$ cat config.mk
export PLATFORM = sky130hd
export DESIGN_NAME = can_global_status
export DESIGN_NICKNAME = d
export VERILOG_FILES = /design/src/hdl/set_clear_field.v /design/src/hdl/can_global_status.v
export VERILOG_INCLUDE_DIRS = /design/src /design/src/hdl
export SDC_FILE = /design/constraint.sdc
export NUM_CORES = 1
export LEC_CHECK = 0
export ABC_AREA = 1
export BUFFER_PORTS_ARGS = -buffer_cell sky130_fd_sc_hd__buf_4
export CAP_MARGIN = 20
export CORE_AREA = 2 2 79 58
export DETAILED_ROUTE_END_ITERATION = 10
export DIE_AREA = 0 0 81 60
export HOLD_SLACK_MARGIN = 0.05
export SLEW_MARGIN = 40
export SYNTH_ARGS = -nofsm -noshare
export SYNTH_HDL_FRONTEND = slang
export SYNTH_SLANG_ARGS = --single-unit
export TNS_END_PERCENT = 1
$ cat constraint.sdc
create_clock -name ref_clk -period 1.26 [get_ports ref_clk]
set_input_delay 0.063 -clock ref_clk [delete_from_list [all_inputs] [get_ports ref_clk]]
set_output_delay 0.063 -clock ref_clk [all_outputs]
set_load 0.01 [all_outputs]
$ cat src/hdl/can_global_status_defines.vh
`ifndef CAN_GLOBAL_STATUS_DEFINES_VH
`define CAN_GLOBAL_STATUS_DEFINES_VH

// register word addresses on the software port
`define ADDR_STATUS_CONTROL 20'hF_FC10
`define ADDR_IRQ_STATUS     20'hF_FC14
`define ADDR_IRQ_MASK       20'hF_FC18

// read layout
`define BIT_ERR_FLAG        7
`define BIT_SHUTDOWN        3
`define BIT_TSTAMP          2
`define BIT_GLOBAL_OP       0
`define BIT_CONST_ONE       8

// write layout: set and clear positions
`define SET_SHUTDOWN        11
`define SET_TSTAMP          10
`define SET_GLOBAL_OP       8
`define CLR_ERR_FLAG        7
`define CLR_SHUTDOWN        3
`define CLR_TSTAMP          2
`define CLR_GLOBAL_OP       0

// reset state of the field bits
`define FIELD_RESET         1'b0
`define STATUS_RESET_VALUE  16'h0100

// interrupt status bits
`define IRQ_WIDTH           3
`define IRQ_BIT_ERR         0
`define IRQ_BIT_GOM_ON      1
`define IRQ_BIT_GOM_OFF     2

`endif

$ cat src/hdl/set_clear_field.v
`timescale 1ns/1ps
`default_nettype none
`include "can_global_status_defines.vh"

// one status bit driven by a set/clear pair in a single write
module set_clear_field (
    input  wire ref_clk,
    input  wire rstn,
    input  wire wr_en,
    input  wire set_req,
    input  wire clr_req,
    input  wire clr_allowed,
    output reg  value_q
);

    reg value_d;

    // only 1/0 pairs, or 0/1 pairs while clr_allowed is high, act; anything else keeps the bit
    always @* begin
        value_d = value_q;
        if (wr_en && set_req && !clr_req) begin
            value_d = 1'b1;
        end else if (wr_en && clr_req && !set_req && clr_allowed) begin
            value_d = 1'b0;
        end
    end

    always @(posedge ref_clk) begin
        if (!rstn) begin
            value_q <= `FIELD_RESET;
        end else begin
            value_q <= value_d;
        end
    end

endmodule // set_clear_field

`default_nettype wire

$ cat src/hdl/can_global_status.v
`timescale 1ns/1ps
`default_nettype none
`include "can_global_status_defines.vh"

// Notes on behaviour
// - register is 16 bits wide, accessed only as whole 16-bit words.
// - set at bits 11,10,8; clears at 7,3,2,0 for error and fields.
// - access to an invalid controller address sets the error flag.
// - access forbidden in the current state sets the error flag.
// - clearing global enable before module initialise request raises error flag.
// - shutdown bit 1 allowed, 0 forbidden; timestamp bit 1 running, 0 stopped.
// - set=1/clear=0 sets, clear=1/set=0 clears, else unchanged; error clear.
// - global disabled holds modules in reset; enabled blocks temporary buffer.
// - global enable clears only when every module is in initial status.
module can_global_status #(
    parameter MODULES = 1
) (
    input  wire                  ref_clk,
    input  wire                  rstn,
    input  wire [19:0]           addr,
    input  wire [15:0]           wdata,
    input  wire                  wr_stb,
    input  wire                  rd_stb,
    output reg  [15:0]           rdata,
    input  wire [MODULES-1:0]    module_init_req,
    input  wire [MODULES-1:0]    module_in_init,
    input  wire                  invalid_access,
    input  wire                  module_reg_access,
    input  wire                  temp_buf_access,
    output reg                   modules_reset_q,
    output reg                   module_regs_open_q,
    output reg                   temp_buf_open_q,
    output reg                   shutdown_allowed_q,
    output reg                   timestamp_run_q,
    output reg                   irq_q
);

    wire                  global_operation_enable;
    wire                  shutdown_enable;
    wire                  timestamp_run;
    reg                   access_error_flag_q;
    reg                   access_error_flag_d;
    reg [`IRQ_WIDTH-1:0]  irq_status_q;
    reg [`IRQ_WIDTH-1:0]  irq_status_d;
    reg [`IRQ_WIDTH-1:0]  irq_mask_q;
    reg [`IRQ_WIDTH-1:0]  irq_events;
    reg                   gom_q_prev;
    reg [15:0]            rdata_d;

    // full 20-bit match; a partial decode would alias the word elsewhere
    function addr_hit;
        input [19:0] bus_addr;
        input [19:0] target;
        begin
            addr_hit = (bus_addr == target);
        end
    endfunction

    // status word as software reads it; unnamed bits zero, bit 8 fixed at one
    function [15:0] status_word;
        input err_flag;
        input sd_en;
        input ts_run;
        input gom_en;
        begin
            status_word                 = 16'h0000;
            status_word[`BIT_CONST_ONE] = 1'b1;
            status_word[`BIT_ERR_FLAG]  = err_flag;
            status_word[`BIT_SHUTDOWN]  = sd_en;
            status_word[`BIT_TSTAMP]    = ts_run;
            status_word[`BIT_GLOBAL_OP] = gom_en;
        end
    endfunction

    // write strobes per register; whole 16-bit words only, never byte lanes
    wire wr_main       = wr_stb && addr_hit(addr, `ADDR_STATUS_CONTROL);
    wire wr_irq_status = wr_stb && addr_hit(addr, `ADDR_IRQ_STATUS);
    wire wr_irq_mask   = wr_stb && addr_hit(addr, `ADDR_IRQ_MASK);

    // module handshake summaries
    wire all_init             = &module_in_init;
    wire any_init_req_missing = ~&module_init_req;

    // a global enable clear request, whether or not it will be honoured
    wire gom_clr_req = wr_main && wdata[`CLR_GLOBAL_OP] && !wdata[`SET_GLOBAL_OP];

    // global enable: clear refused while any module is still running
    set_clear_field u_gom (
        .ref_clk     (ref_clk),
        .rstn        (rstn),
        .wr_en       (wr_main),
        .set_req     (wdata[`SET_GLOBAL_OP]),
        .clr_req     (wdata[`CLR_GLOBAL_OP]),
        .clr_allowed (all_init),
        .value_q     (global_operation_enable)
    );

    // shutdown enable: not gated here; software keeps it apart from global enable
    set_clear_field u_shutdown (
        .ref_clk     (ref_clk),
        .rstn        (rstn),
        .wr_en       (wr_main),
        .set_req     (wdata[`SET_SHUTDOWN]),
        .clr_req     (wdata[`CLR_SHUTDOWN]),
        .clr_allowed (1'b1),
        .value_q     (shutdown_enable)
    );

    // timestamp run bit; the counter itself lives outside this block
    set_clear_field u_tstamp (
        .ref_clk     (ref_clk),
        .rstn        (rstn),
        .wr_en       (wr_main),
        .set_req     (wdata[`SET_TSTAMP]),
        .clr_req     (wdata[`CLR_TSTAMP]),
        .clr_allowed (1'b1),
        .value_q     (timestamp_run)
    );

    // error sources; the order error is flagged even when the clear is refused
    wire err_invalid  = invalid_access;
    wire err_forbid   = (module_reg_access && !global_operation_enable)
                      || (temp_buf_access && global_operation_enable);
    wire err_order    = gom_clr_req && global_operation_enable
                      && any_init_req_missing;
    wire err_any      = err_invalid || err_forbid || err_order;

    // error flag; a new error beats a clear in the same cycle
    always @* begin
        access_error_flag_d = access_error_flag_q;
        if (wr_main && wdata[`CLR_ERR_FLAG]) begin
            access_error_flag_d = 1'b0;
        end
        if (err_any) begin
            access_error_flag_d = 1'b1;
        end
    end

    // interrupt events: error, global enable rising and falling
    always @* begin
        irq_events = {`IRQ_WIDTH{1'b0}};
        irq_events[`IRQ_BIT_ERR]     = err_any;
        irq_events[`IRQ_BIT_GOM_ON]  = global_operation_enable && !gom_q_prev;
        irq_events[`IRQ_BIT_GOM_OFF] = !global_operation_enable && gom_q_prev;
        irq_status_d = irq_status_q;
        if (wr_irq_status) begin
            irq_status_d = irq_status_q & ~wdata[`IRQ_WIDTH-1:0];
        end
        irq_status_d = irq_status_d | irq_events; // set wins over clear
    end

    // read mux; the bus reads zero outside a read slot
    always @* begin
        rdata_d = 16'h0000;
        if (rd_stb) begin
            case (addr)
                `ADDR_STATUS_CONTROL: begin
                    rdata_d = status_word(access_error_flag_q, shutdown_enable,
                                          timestamp_run, global_operation_enable);
                end
                `ADDR_IRQ_STATUS: begin
                    rdata_d[`IRQ_WIDTH-1:0] = irq_status_q;
                end
                `ADDR_IRQ_MASK: begin
                    rdata_d[`IRQ_WIDTH-1:0] = irq_mask_q;
                end
                default: begin
                    rdata_d = 16'h0000;
                end
            endcase
        end
    end

    // mask register; written whole, unlike the status word
    always @(posedge ref_clk) begin
        if (!rstn) begin
            irq_mask_q <= {`IRQ_WIDTH{1'b0}};
        end else if (wr_irq_mask) begin
            irq_mask_q <= wdata[`IRQ_WIDTH-1:0];
        end
    end

    // error flag, interrupt status and the edge tracker for global enable
    always @(posedge ref_clk) begin
        if (!rstn) begin
            access_error_flag_q <= `FIELD_RESET;
            irq_status_q        <= {`IRQ_WIDTH{1'b0}};
            gom_q_prev          <= 1'b0;  // equals field reset, so no false edge
        end else begin
            access_error_flag_q <= access_error_flag_d;
            irq_status_q        <= irq_status_d;
            gom_q_prev          <= global_operation_enable;
        end
    end

    // registered outputs; mirrors follow the fields one cycle later
    always @(posedge ref_clk) begin
        if (!rstn) begin
            rdata               <= 16'h0000;
            modules_reset_q     <= 1'b1;
            module_regs_open_q  <= 1'b0;
            temp_buf_open_q     <= 1'b1;
            shutdown_allowed_q  <= 1'b0;
            timestamp_run_q     <= 1'b0;
            irq_q               <= 1'b0;
        end else begin
            rdata               <= rdata_d;
            modules_reset_q     <= !global_operation_enable;
            module_regs_open_q  <= global_operation_enable;
            temp_buf_open_q     <= !global_operation_enable;
            shutdown_allowed_q  <= shutdown_enable;
            timestamp_run_q     <= timestamp_run;
            irq_q               <= |(irq_status_d & irq_mask_q);
        end
    end

endmodule // can_global_status

`default_nettype wire

## Word-level counts from Yosys, hierarchy flattened

Index checks and enable logic that the tools add are counted.

| word-level totals | value |
|---|---|
| register bits after elaboration | 31 |
| input bits | 45 |
| output and inout port bits | 22 |

| operators by class | value |
|---|---|
| eq/ne operators | 3 |
| muxes and demuxes | 11 |
| bitwise gates (word level) | 4 |
| reduce and logical (&&, ||, !) cells | 42 |

Operators with widths:

| kind | count |
|---|---|
| 20-bit equality test (second input constant) | 3 |
| 1-bit logical AND | 23 |
| 1-bit logical NOT | 9 |
| 3-bit one-hot mux with 3 select lines | 1 |
| 1-bit 2-to-1 mux | 8 |
| 2-bit nonzero test | 4 |
| 3-bit AND | 2 |
| 6-bit 2-to-1 mux | 1 |
| 1-bit logical OR | 3 |
| 3-bit 2-to-1 mux | 1 |
| 3-bit inverter | 1 |
| 3-bit OR | 1 |
| 3-bit AND reduction | 1 |
| 3-bit OR reduction | 1 |
| 2-bit AND reduction | 1 |

## Depth between registers and ports, before layout

| depth | value |
|---|---|
| word-level depth | 10 |
| depth in mapped cells | 12 |

## Modules after synthesis

A second synthesis with hierarchy kept.

| unflattened totals | value |
|---|---|
| cell total of the unflattened synthesis | 168 |
| area total of the unflattened synthesis | 1,137.3 µm² |

Modules (own cells, without submodules):

| module | times used | cells each | area each (µm²) | seq. area each (µm²) |
|---|---|---|---|---|
| can_global_status | 1 | 138 | 957.2 | 360.3 |
| set_clear_field | 3 | 10 | 60.1 | 20.0 |

## Worst setup path after synthesis

Ideal clock, no wire load.

| timing | value |
|---|---|
| kind | register to register |
| start | register u_gom.value_q |
| end | register irq_q |
| library setup time | 0.113 ns |
| arrival | 0.877 ns |
| path slack | 0.271 ns |
| cell stages (with the launch flop) | 6 |
| buffers on the path | 0 |
| cell sequence | dfxtp_1 > inv_1 > a211oi_1 > nand3_1 > nand3_1 > nand2_1 |

| between the ends | value |
|---|---|
| word-level cells in the longest chain between the ends | 8 |

RTL lines:

| what | RTL line | text |
|---|---|---|
| from (decl) | set_clear_field.v:13 | `output reg value_q` |
| from (signal assigned) | set_clear_field.v:30 | `` value_q <= `FIELD_RESET; `` |
| from (signal assigned) | set_clear_field.v:32 | `value_q <= value_d;` |
| 1-bit logical NOT | can_global_status.v:122, can_global_status.v:144 |  |
| 1-bit logical AND | can_global_status.v:122 | `wire err_forbid = (module_reg_access && !global_operation_enable)` |
| 1-bit logical OR | can_global_status.v:123 | `\|\| (temp_buf_access && global_operation_enable);` |
| 1-bit logical OR (2 in a row) | can_global_status.v:126 | `wire err_any = err_invalid \|\| err_forbid \|\| err_order;` |
| 3-bit OR * | can_global_status.v:149 | `irq_status_d = irq_status_d \| irq_events;` |
| 3-bit AND * | can_global_status.v:213 | `irq_q <= \|(irq_status_d & irq_mask_q);` |
| 3-bit OR reduction * | can_global_status.v:213 |  |
| to (signal assigned) | can_global_status.v:213 |  |
| to (decl) | can_global_status.v:35 | `output reg irq_q` |

Every way passes the cells marked *; elsewhere a longest branch is shown, timed or not.
A chain may end at the register's enable or synchronous reset.

## Worst setup path in the final report

Ends and elaborated chain as after synthesis.

==> flow_metrics.tcl <==
set metrics [dict create \
    final_cell_mix "buf_4, nand2_1, inv_1" \
    synth_top_cell_area_share_pct 36.2 \
    outcome "complete, no violations" \
    io_buffers 48 \
    synth.distinct_cells 26 \
    start_util_pct 27.9 \
    rr_worst_depth 7 \
    firstDrtPassIters 4 \
    drt_iter0_drc 25 \
    post-route-period-util_pct 86.6 \
    die_w_um 81 \
    yosys.area_share.xor_xnor_pct 0 \
    synthTopCellsByArea "dfxtp_1, nand2_1, inv_1" \
    via_count 1141 \
    drive_gt1_share_pct 34.7 \
    synth_compound_area_share_pct 8.41 \
    insertion_delay_ps 260 \
    postSynthAreaPerCell_um2 6.78 \
    required_ps 1470 \
    fill_cells 467 \
    final_common_cell "buf_4" \
    clock_path_buffers 2 \
    path_clk_slew_ps 70 \
    power_uw 1270 \
    ys_warn_count 0 \
    finalClockSkew_ps 5.71 \
    setup_viol 0 \
    finalSetupTns_ps 0 \
    rrSetupSlack_ps 170 \
    cts_root_buf "clkbuf_8" \
    slowest_stage "dfxtp_1" \
    synth_top_area_cell "dfxtp_1" \
    final_hold_viol_count 0 \
    layout.nets 268 \
    cp_max_fo 5 \
    io_pins 67 \
    synthSimpleGateAreaFrac_pct 38.2 \
    timing.hold.ws_ps 58.2 \
    n_antenna_cell 0 \
    critPathMaxStageDelay_ps 350 \
    post_cts_buffers 0 \
    rsz0062_at_grt "no" \
    avgViaCountPerCell 4.12 \
    cts_tree "yes" \
    synthCells 171 \
    core_area_um2 4150 \
    worst_setup_path_end_kind "register" \
    path_cells "inv_1 > or2_2 > nand2_1 > nand2_1 > nand2_1 > nand2_1 > nand2_1" \
    fmax_mhz 917 \
    ant_nets 0 \
    h-tree-depth 1 \
    critPathKind "register to register" \
    reg2reg_from "u_gom.value_q" \
    grt_pass1_vias 1074 \
    crit_start "u_gom.value_q" \
    grt_max_degree 16 \
    antenna_found_initial 0 \
    final_max_slew_viol_count 0 \
    cts_buffers 3 \
    irDropWorstVdd_uv 451 \
    place_hpwl_mm 2.29 \
    gp_congestion 0.806 \
    power_leakage_uw 0.000796 \
    wl_mm 2.67 \
    grtUsageTotal_pct 12.0 \
    dieArea_um2 4860 \
    regArea_um2 420 \
    power_density_nw_per_um2 795 \
    worst_setup_path_start_kind "register" \
    cp_common_cell "nand2_1" \
    overflow 0 \
    setup.worst_path.end "irq_q" \
    r2r-end "irq_q" \
    synth_top_family_by_area "simple AND/OR/NAND/NOR gates" \
    ys_ff_latch 21 \
    rows 20 \
    crit_arrival_ps 1300 \
    muxShareOfSynthArea_pct 0 \
    clock_sinks 21 \
    grt_pass1_wl_mm 4.49 \
    synth-seq-area-share_pct 36.2 \
    post-route-min-period_ps 1090 \
    hold_path.class "primary input to register" \
    wl_per_cell_um 9.64 \
    synth-adder-area-share_pct 0 \
    die_h_um 60 \
    syn_area_um2 1160 \
    drt_drc_violations_left 0 \
    area_growth_pct 38.1 \
    maxCapViolations 0 \
    multiInputGateArea_um2 583 \
]
==> flip-flops by register name, indices dropped and copies added, names as in the netlist <==
| signal | cells |
|---|---|
| temp_buf_open_q | 1 |
| u_tstamp.value_q | 1 |
| irq_q | 1 |
| rdata | 6 |
| u_shutdown.value_q | 1 |
| timestamp_run_q | 1 |
| u_gom.value_q | 1 |
| irq_mask_q | 3 |
| module_regs_open_q | 1 |
| irq_status_q | 3 |
| shutdown_allowed_q | 1 |
| access_error_flag_q | 1 |
==> how the worst min path moves through the flow <==
stage | startpoint | end | cells after the start
4_1_cts | wdata[3] | u_shutdown.value_q | 4
5_1_grt | wdata[2] | irq_mask_q[2] | 3
3_5_place_dp | wdata[1] | irq_mask_q[1] | 3
3_3_place_gp | wdata[1] | irq_mask_q[1] | 3
6_report | wdata[3] | u_shutdown.value_q | 4
2_1_floorplan | rstn | temp_buf_open_q | 1
==> report_power, final <==
| part | total, µW | switching (µW) | internal (µW) |
|---|---|---|---|
| registers | 670 | 2.11 | 668 |
| logic | 176 | 84.5 | 92.0 |
| clock network | 427 | 202 | 225 |
| total | 1270 | 289 | 985 |
==> kinds of logic after synthesis <==
logic type,after synthesis
buffers and inverters,41
other,1
flip-flops,21
AO/OA/AOI/OAI,16
AND/OR/NAND/NOR,92
==> synth_stat cells <==
cell	number
clkbuf_1	1
inv_2	6
nand2_2	4
nor3_2	4
conb_1	1
o31ai_1	2
inv_1	23
and2_1	1
buf_4	11
nor3_1	2
o21ai_1	5
or2_2	1
a211oi_1	1
o21ai_0	1
o211ai_1	2
nor2_2	5
a21boi_1	1
nand2_1	41
a31oi_1	2
nand3_2	2
nand4_1	4
nand3_1	10
nor2_1	17
dfxtp_1	21
a21oi_1	2
nor2_4	1
==> critical path: cells and delay by family, from the launching register on <==
family,cells,cell delay (ps)
AND/OR/NAND/NOR,6,600
buffers and inverters,1,110
flip-flops,1,350
==> metrics by stage <==
stage	utilization, %	setup WS, ps	instance area (µm²)	cells
2_1_floorplan	-	271	1190	180
3_3_place_gp	37.3	1.83	1550	273
3_5_place_dp	37.3	-25.2	1550	273
4_1_cts	38.4	86.9	1600	277
5_1_grt	38.6	56.7	1600	277
6_report	38.6	169	1600	277
==> area by class of cell <==
class / count / area share (%)
well taps: 55 / 4.30
flip-flops and latches: 21 / 26.2
clock buffers: 4 / 2.81
repair buffers: 50 / 23.4
multi-input cells: 118 / 36.4
inverters: 29 / 6.80
==> what timing repair did <==
| item | CTS | global route |
|---|---|---|
| setup endpoints to repair | 0 | 3 |
| hold buffers | 0 | 0 |
| resized for setup | 0 | 1 |
==> per-layer routing <==
metal  up-vias  share of wire [%]  track usage [%]
li1        613                  -                -
met1       489                 48             15.5
met2        37                 43             19.7
met3         2                8.9             4.23
met4         0               0.79             2.18
met5         -                  0                0
Power figures use the tool's default switching activity.
